**src/flow_regs_pkg.sv**
```systemverilog
// Constants, offsets and states of the pressure and flow input register bank
package flow_regs_pkg;
    // Input register offsets
    localparam logic [15:0] IR_PRESSURE   = 16'h0001;
    localparam logic [15:0] IR_FLOW_HI    = 16'h0002;
    localparam logic [15:0] IR_FLOW_LO    = 16'h0003;
    localparam logic [15:0] IR_SPEED      = 16'h0004;
    localparam logic [15:0] IR_LEVEL      = 16'h0005;
    localparam logic [15:0] IR_MAXFLOW_HI = 16'h0006;
    localparam logic [15:0] IR_MAXFLOW_LO = 16'h0007;
    localparam logic [15:0] IR_SPAN       = 16'h0008;
    localparam logic [15:0] IR_ALARM      = 16'h0009;
    localparam logic [15:0] IR_FB_LOST    = 16'h000A;
    localparam logic [15:0] IR_SENS_FAIL  = 16'h000B;
    localparam logic [15:0] IR_RSVD_FIRST = 16'h000C;
    localparam logic [15:0] IR_RSVD_LAST  = 16'h0014;
    // Value limits
    localparam logic [15:0] SPEED_MAX     = 16'h012C;
    localparam logic [15:0] LEVEL_MAX     = 16'h03E8;
    localparam logic [15:0] PRESSURE_FULL = 16'hFFFF;
    localparam logic [15:0] SPEED_MODE_ON = 16'h0001;
    localparam logic [15:0] READ_ZERO     = 16'h0000;
    // Square root engine
    localparam int          ROOT_BITS     = 8;
    localparam logic [2:0]  ROOT_TOP_BIT  = 3'h7;
    // Red LED flash half period
    localparam int          FLASH_HALF_MS = 250;
    localparam int          CLK_MHZ       = 125;
    localparam int          FLASH_CYCLES  = FLASH_HALF_MS * 1000 * CLK_MHZ;

    typedef enum logic [2:0] {
        ST_IDLE = 3'b001,
        ST_ROOT = 3'b010,
        ST_CALC = 3'b100
    } calc_state_t;
endpackage

```
**src/pressure_flow_input_registers.sv**
```systemverilog
// Read-only input register bank: flow, speed, level, limit and fault status
//
// What this block does
// - Volume flow split: high word 2, low 3
// - Fan coefficient set: flow is coefficient times root
// - Otherwise flow is duct area times speed
// - Speed in tenths, 0..300, only in mode
// - Output level in tenths percent, 0..1000
// - Maximum flow pair from coefficient or duct area
// - Span flag set when outside span limits
// - Alarm flag set when outside alarm limits
// - Both flags inactive during automatic tuning
// - Feedback lost status bit, 1 when lost
// - Sensor fault status bit, 1 when failed
// - Red LED flashes on feedback or sensor fault
module pressure_flow_input_registers
    import flow_regs_pkg::*;
#(
    parameter int FLASH_HALF = flow_regs_pkg::FLASH_CYCLES
) (
    input  wire logic        sys_clk,
    input  wire logic        srst,
    input  wire logic        rd_en,
    input  wire logic        wr_en,
    input  wire logic [15:0] reg_addr,
    input  wire logic [15:0] pressure_in,
    input  wire logic [15:0] speed_in,
    input  wire logic [15:0] level_in,
    input  wire logic [15:0] fan_coeff,
    input  wire logic [15:0] duct_area,
    input  wire logic [15:0] speed_mode,
    input  wire logic [15:0] span_press_lo,
    input  wire logic [15:0] span_press_hi,
    input  wire logic [31:0] span_flow_lo,
    input  wire logic [31:0] span_flow_hi,
    input  wire logic [15:0] span_speed_lo,
    input  wire logic [15:0] span_speed_hi,
    input  wire logic [15:0] alarm_press_lo,
    input  wire logic [15:0] alarm_press_hi,
    input  wire logic [31:0] alarm_flow_lo,
    input  wire logic [31:0] alarm_flow_hi,
    input  wire logic [15:0] alarm_speed_lo,
    input  wire logic [15:0] alarm_speed_hi,
    input  wire logic        autotune_busy,
    input  wire logic        feedback_lost,
    input  wire logic        sensor_failed,
    output logic      [15:0] rd_data,
    output logic             rd_valid,
    output logic             wr_reject,
    output logic             red_led
);
    import flow_regs_pkg::*;

    // Measured values
    logic [15:0] pressure;
    logic [15:0] speed;
    logic [15:0] level;
    logic [15:0] next_pressure;
    logic [15:0] next_speed;
    logic [15:0] next_level;
    logic        speed_on;

    assign speed_on = (speed_mode == SPEED_MODE_ON);

    always_comb begin
        next_pressure = pressure_in;
        next_speed    = READ_ZERO;
        if (speed_on) begin
            next_speed = (speed_in > SPEED_MAX) ? SPEED_MAX : speed_in;
        end
        next_level = (level_in > LEVEL_MAX) ? LEVEL_MAX : level_in;
    end

    always_ff @(posedge sys_clk) begin
        if (srst) begin
            pressure <= 16'h0000;
            speed    <= 16'h0000;
            level    <= 16'h0000;
        end else begin
            pressure <= next_pressure;
            speed    <= next_speed;
            level    <= next_level;
        end
    end

    // Square root of pressure, one result bit per cycle, then flow product
    calc_state_t state;
    calc_state_t next_state;
    logic [7:0]  root;
    logic [7:0]  next_root;
    logic [2:0]  bit_idx;
    logic [2:0]  next_bit_idx;
    logic [15:0] root_src;
    logic [15:0] next_root_src;
    logic [31:0] flow;
    logic [31:0] next_flow;
    logic [31:0] max_flow;
    logic [31:0] next_max_flow;
    logic [7:0]  trial;
    logic [15:0] trial_sq;
    logic [7:0]  full_root;

    assign trial     = root | (8'h01 << bit_idx);
    assign trial_sq  = 16'(trial) * 16'(trial);
    assign full_root = 8'hFF;

    always_comb begin
        next_state    = state;
        next_root     = root;
        next_bit_idx  = bit_idx;
        next_root_src = root_src;
        next_flow     = flow;
        next_max_flow = max_flow;
        case (state)
            ST_IDLE: begin
                next_root     = 8'h00;
                next_bit_idx  = ROOT_TOP_BIT;
                next_root_src = pressure;
                next_state    = ST_ROOT;
            end
            ST_ROOT: begin
                if (trial_sq <= root_src) begin
                    next_root = trial;
                end
                next_bit_idx = bit_idx - 3'h1;
                if (bit_idx == 3'h0) begin
                    next_state = ST_CALC;
                end
            end
            ST_CALC: begin
                if (fan_coeff != 16'h0000) begin
                    next_flow     = {8'h00, 24'(fan_coeff) * 24'(root)};
                    next_max_flow = {8'h00, 24'(fan_coeff) * 24'(full_root)};
                end else begin
                    next_flow     = {7'h00, 25'(duct_area) * 25'(speed[8:0])};
                    next_max_flow = {7'h00, 25'(duct_area) * 25'(SPEED_MAX[8:0])};
                end
                next_state = ST_IDLE;
            end
            default: begin
                next_state = ST_IDLE;
            end
        endcase
    end

    always_ff @(posedge sys_clk) begin
        if (srst) begin
            state    <= ST_IDLE;
            root     <= 8'h00;
            bit_idx  <= 3'h0;
            root_src <= 16'h0000;
            flow     <= 32'h0000_0000;
            max_flow <= 32'h0000_0000;
        end else begin
            state    <= next_state;
            root     <= next_root;
            bit_idx  <= next_bit_idx;
            root_src <= next_root_src;
            flow     <= next_flow;
            max_flow <= next_max_flow;
        end
    end

    // Limit flags and fault status
    logic span_flag;
    logic alarm_flag;
    logic fb_stat;
    logic fail_stat;
    logic next_span_flag;
    logic next_alarm_flag;
    logic span_out;
    logic alarm_out;

    always_comb begin
        span_out = (pressure < span_press_lo) || (pressure > span_press_hi)
                || (flow < span_flow_lo) || (flow > span_flow_hi)
                || (speed_on && ((speed < span_speed_lo) || (speed > span_speed_hi)));
        alarm_out = (pressure < alarm_press_lo) || (pressure > alarm_press_hi)
                 || (flow < alarm_flow_lo) || (flow > alarm_flow_hi)
                 || (speed_on && ((speed < alarm_speed_lo) || (speed > alarm_speed_hi)));
        next_span_flag  = span_out && !autotune_busy;
        next_alarm_flag = alarm_out && !autotune_busy;
    end

    always_ff @(posedge sys_clk) begin
        if (srst) begin
            span_flag  <= 1'b0;
            alarm_flag <= 1'b0;
            fb_stat    <= 1'b0;
            fail_stat  <= 1'b0;
        end else begin
            span_flag  <= next_span_flag;
            alarm_flag <= next_alarm_flag;
            fb_stat    <= feedback_lost;
            fail_stat  <= sensor_failed;
        end
    end

    // Red LED flash
    logic [31:0] flash_cnt;
    logic [31:0] next_flash_cnt;
    logic        next_red_led;

    always_comb begin
        next_flash_cnt = 32'h0000_0000;
        next_red_led   = 1'b0;
        if (fb_stat || fail_stat) begin
            next_red_led   = red_led;
            next_flash_cnt = flash_cnt + 32'h0000_0001;
            if (flash_cnt >= 32'(FLASH_HALF)) begin
                next_flash_cnt = 32'h0000_0001;
                next_red_led   = !red_led;
            end
            if (!red_led && flash_cnt == 32'h0000_0000) begin
                next_red_led = 1'b1;
            end
        end
    end

    always_ff @(posedge sys_clk) begin
        if (srst) begin
            flash_cnt <= 32'h0000_0000;
            red_led   <= 1'b0;
        end else begin
            flash_cnt <= next_flash_cnt;
            red_led   <= next_red_led;
        end
    end

    // Register read port
    logic [15:0] next_rd_data;
    logic        next_rd_valid;
    logic        next_wr_reject;

    always_comb begin
        next_rd_valid  = rd_en;
        next_wr_reject = wr_en;
        next_rd_data   = READ_ZERO;
        if (!rd_en) begin
            next_rd_data = READ_ZERO;
        end else if (reg_addr == IR_PRESSURE) begin
            next_rd_data = pressure;
        end else if (reg_addr == IR_FLOW_HI) begin
            next_rd_data = flow[31:16];
        end else if (reg_addr == IR_FLOW_LO) begin
            next_rd_data = flow[15:0];
        end else if (reg_addr == IR_SPEED) begin
            next_rd_data = speed;
        end else if (reg_addr == IR_LEVEL) begin
            next_rd_data = level;
        end else if (reg_addr == IR_MAXFLOW_HI) begin
            next_rd_data = max_flow[31:16];
        end else if (reg_addr == IR_MAXFLOW_LO) begin
            next_rd_data = max_flow[15:0];
        end else if (reg_addr == IR_SPAN) begin
            next_rd_data = {15'h0000, span_flag};
        end else if (reg_addr == IR_ALARM) begin
            next_rd_data = {15'h0000, alarm_flag};
        end else if (reg_addr == IR_FB_LOST) begin
            next_rd_data = {15'h0000, fb_stat};
        end else if (reg_addr == IR_SENS_FAIL) begin
            next_rd_data = {15'h0000, fail_stat};
        end else begin
            next_rd_data = READ_ZERO;
        end
    end

    always_ff @(posedge sys_clk) begin
        if (srst) begin
            rd_data   <= 16'h0000;
            rd_valid  <= 1'b0;
            wr_reject <= 1'b0;
        end else begin
            rd_data   <= next_rd_data;
            rd_valid  <= next_rd_valid;
            wr_reject <= next_wr_reject;
        end
    end
endmodule

```
**config.mk**
```make
export PLATFORM = sky130hd
export DESIGN_NAME = pressure_flow_input_registers
export DESIGN_NICKNAME = d
export VERILOG_FILES = /design/src/flow_regs_pkg.sv /design/src/pressure_flow_input_registers.sv
export SDC_FILE = /design/constraint.sdc
export NUM_CORES = 2
export LEC_CHECK = 0
export ABC_AREA = 0
export BUFFER_PORTS_ARGS = -buffer_cell sky130_fd_sc_hd__buf_2
export CAP_MARGIN = 20
export CORE_MARGIN = 2
export CORE_UTILIZATION = 65
export DETAILED_ROUTE_END_ITERATION = 6
export PLACE_DENSITY = 0.95
export SETUP_SLACK_MARGIN = 0.2
export SLEW_MARGIN = 5
export SYNTH_ARGS = -nofsm -noshare
export SYNTH_HDL_FRONTEND = slang
export SYNTH_SLANG_ARGS = --single-unit
```
**constraint.sdc**
```tcl
create_clock -name sys_clk -period 15.7 [get_ports sys_clk]
set_input_delay 1.57 -clock sys_clk [delete_from_list [all_inputs] [get_ports sys_clk]]
set_output_delay 1.57 -clock sys_clk [all_outputs]
set_load 0.005 [all_outputs]
```
==> flow_metrics.tcl <==
set metrics [dict create \
    status "finished with violations" \
    violations "design-rule violations" \
    r2r-end "root[0]" \
    switching_share_pct 45.8 \
    postSynthCellCount 3309 \
    p_sw_mw 1.16 \
    insertion_delay_ns 0.45 \
    start_util_pct 66.2 \
    drive_gt1_share_pct 13.1 \
    synth_flop_cell "dfxtp_1" \
    skew_ns 0.0127 \
    yosysSeqAreaShare_pct 13.1 \
    power_report.internal_total_mw 1.37 \
    antenna_found_initial 16 \
    critPathRequiredTime_ns 16.02 \
    grt_use_total_pct 38.9 \
    hold_path_depth 2 \
    comb_power_share_pct 60.5 \
    die_w_um 211 \
    critical_path_class "reg2reg" \
    io_pins 394 \
    synth_area_um2 27900 \
    met1_length_um 31000 \
    hold_viol 0 \
    r2r_slack_ns 8.42 \
    num_vias 25600 \
    drtAntennaViolNets 0 \
    final_util_pct 73.5 \
    drt-pass1-iter-count 7 \
    cts_root_buf "clkbuf_16" \
    vias_per_cell 6.08 \
    die_h_um 211 \
    p_per_area_nw_per_um2 81.6 \
    synth_edf_count 0 \
    slew_violations 0 \
    clkPwrFrac_pct 18.7 \
    peakVddDrop_mv 0.140 \
    core_area_um2 42100 \
    grt_pass1_vias 25900 \
    ys_ff_latch 183 \
    cts_max_level 4 \
    cts_setup_buffers 0 \
    cts.clk_slew.worst_paths_ns 0.08 \
    numPortBuffers 393 \
    cts_tree "yes" \
    wl_per_cell_um 20.4 \
    clock.fmax_ghz 0.137 \
    grt_max_degree 65 \
    cts_hold_buf 0 \
    rr_worst_depth 24 \
    top_layer_used "met5" \
    cts.sinks 183 \
    cp_max_fo 11 \
    cts-resized-gates 0 \
    p_leak_nw 16.9 \
    grt-ovfl-total 0 \
    period_share_pct 46.4 \
    hold_path.class "reg2reg" \
    routed-wl-met2_um 39100 \
    setup_viol 0 \
    async_flop_share_pct 0 \
    finalCriticalPeriod_ns 7.28 \
    drv_cap 0 \
    cp-start-kind "flip-flop" \
    worstHoldStart "max_flow[1]" \
    fillerInstances 2971 \
    max_slew.worst_pin.slew_ns 1.26 \
    pwr-share-seq_pct 20.8 \
    arrival_ns 7.60 \
    avgSynthCellArea_um2 8.43 \
    core.rowCount 75 \
    fp.dieArea_um2 44600 \
    hpwlAfterDp_um 69400 \
    drc 51 \
    place.gp.congestion 1.01 \
    grt_pass1_wl_um 134000 \
    clock_path_buffers 2 \
    final_nets 4792 \
    wl_met3_um 9820 \
    rsz0062_at_grt "false" \
    numCtsBuffers 17 \
    drtIter0Drc 2730 \
    yosys_warnings 0 \
    holdPathEnd "max_flow[1]" \
    reg2reg_from "bit_idx[0]" \
    areaGrowthSynthToFinish_pct 10.9 \
    relSlewSlack_pct 16.0 \
    routed_wirelength_um 85900 \
    synth.distinct_cells 85 \
    tns_ns 0 \
    critPathCaptureType "flip-flop" \
]
==> through the flow <==
step	instance area, um^2	hold slack, ns	setup WS, ns	cells	total power, mW
global route	30900	0.481	8.08	4206	2.70
detailed placement	30300	0.449	8.74	4162	2.01
finish	31000	0.458	8.42	4207	2.53
global placement	30300	0.439	8.99	4162	1.95
CTS	30900	0.459	8.60	4194	2.49
floorplan	28000	0.429	9.67	3328	1.60
==> how the worst max path moves through the flow <==
| stage | startpoint | endpoint | slack [ns] |
|---|---|---|---|
| after floorplan | bit_idx[0] | root[4] | 9.67 |
| after global placement | bit_idx[0] | root[2] | 8.99 |
| after detailed placement | bit_idx[0] | root[3] | 8.74 |
| after CTS | bit_idx[0] | root[3] | 8.60 |
| after global routing | bit_idx[0] | root[5] | 8.08 |
| final | bit_idx[0] | root[0] | 8.42 |
==> layout by cell type, fill, tap and decap left out, drive strengths merged, types with 92 or more instances in the layout <==
cell type,netlist,routed
inv,646,651
ha,474,474
buf,12,402
nand2,312,312
fa,301,301
dfxtp,183,183
nor2,182,182
a21oi,177,177
and2,114,114
o21ai,92,92
==> flip-flops by register name, indices dropped and copies added, names as in the netlist, 16 cells and up <==
signal     flops
rd_data       16
pressure      16
flash_cnt     32
level         16
speed         16
max_flow      25
flow          25
root_src      16
==> critical path, cell delays in order (launching register included) <==
cell	delay, ns
dfxtp_1	0.41
inv_1	0.14
ha_1	0.23
a21oi_1	0.76
or2_2	0.27
inv_1	0.06
fa_1	0.49
fa_1	0.55
inv_1	0.06
fa_1	0.44
fa_1	0.53
inv_1	0.05
ha_1	0.37
a21o_1	0.21
a31o_2	0.22
a41oi_1	0.25
nand2b_1	0.10
xor2_1	0.15
ha_1	0.31
a21oi_1	0.21
o21ai_0	0.15
a31o_2	0.28
o21ai_0	0.38
a21oi_1	0.32
o2bb2ai_1	0.21
==> layer usage <==
layer / up-vias / global-route usage, %
met1: 12000 / 46.0
met2: 1595 / 63.6
met5: - / 1.56
met4: 8 / 24.3
li1: 11600 / -
met3: 369 / 9.72
==> kinds of logic after synthesis <==
kind of cell	Yosys count	share of synthesized area [%]
adders and majority gates	775	42.8
xor gates and xnor gates	107	3.36
and+or+nand+nor	896	15.6
AOI/OAI and AO/OA	576	13.7
buffers and inverters	753	10.2
DFF	183	13.1
other	1	0.0134
muxes	18	1.09
==> cell usage after synthesis, types with 38 or more instances <==
cell type / number / area, um^2
a21o_1: 64 / 480
o21ai_0: 88 / 440
nand4_1: 50 / 313
nor2_1: 181 / 679
a21oi_1: 177 / 886
clkbuf_1: 95 / 357
xor2_1: 44 / 385
nand2_1: 312 / 1170
fa_1: 301 / 6030
ha_1: 474 / 5930
a211oi_1: 38 / 285
dfxtp_1: 183 / 3660
nor3_1: 44 / 220
inv_1: 646 / 2420
and2_1: 114 / 713
nor2b_1: 47 / 294
xnor2_1: 63 / 552
==> final cells by class <==
cell class                 count  area, um^2  area share (%)
antenna                       13        32.5           0.105
clock buffer                  18         429            1.39
sequential                   183        3660            11.8
timing repair buffer         402        2040            6.58
tap                          539         674            2.18
multi-input combinational   2392       21500            69.4
inverter                     646        2420            7.83
clock inverter                14         210           0.679
==> power groups by stage <==
stage | logic (mW) | registers [mW] | clock network (mW)
after CTS | 1.50 | 0.523 | 0.470
after detailed placement | 1.48 | 0.533 | 0
after global routing | 1.69 | 0.527 | 0.491
after floorplan | 1.09 | 0.509 | 0
after global placement | 1.42 | 0.531 | 0
final | 1.53 | 0.526 | 0.473
Note: power is estimated with default switching activity, not from simulation.
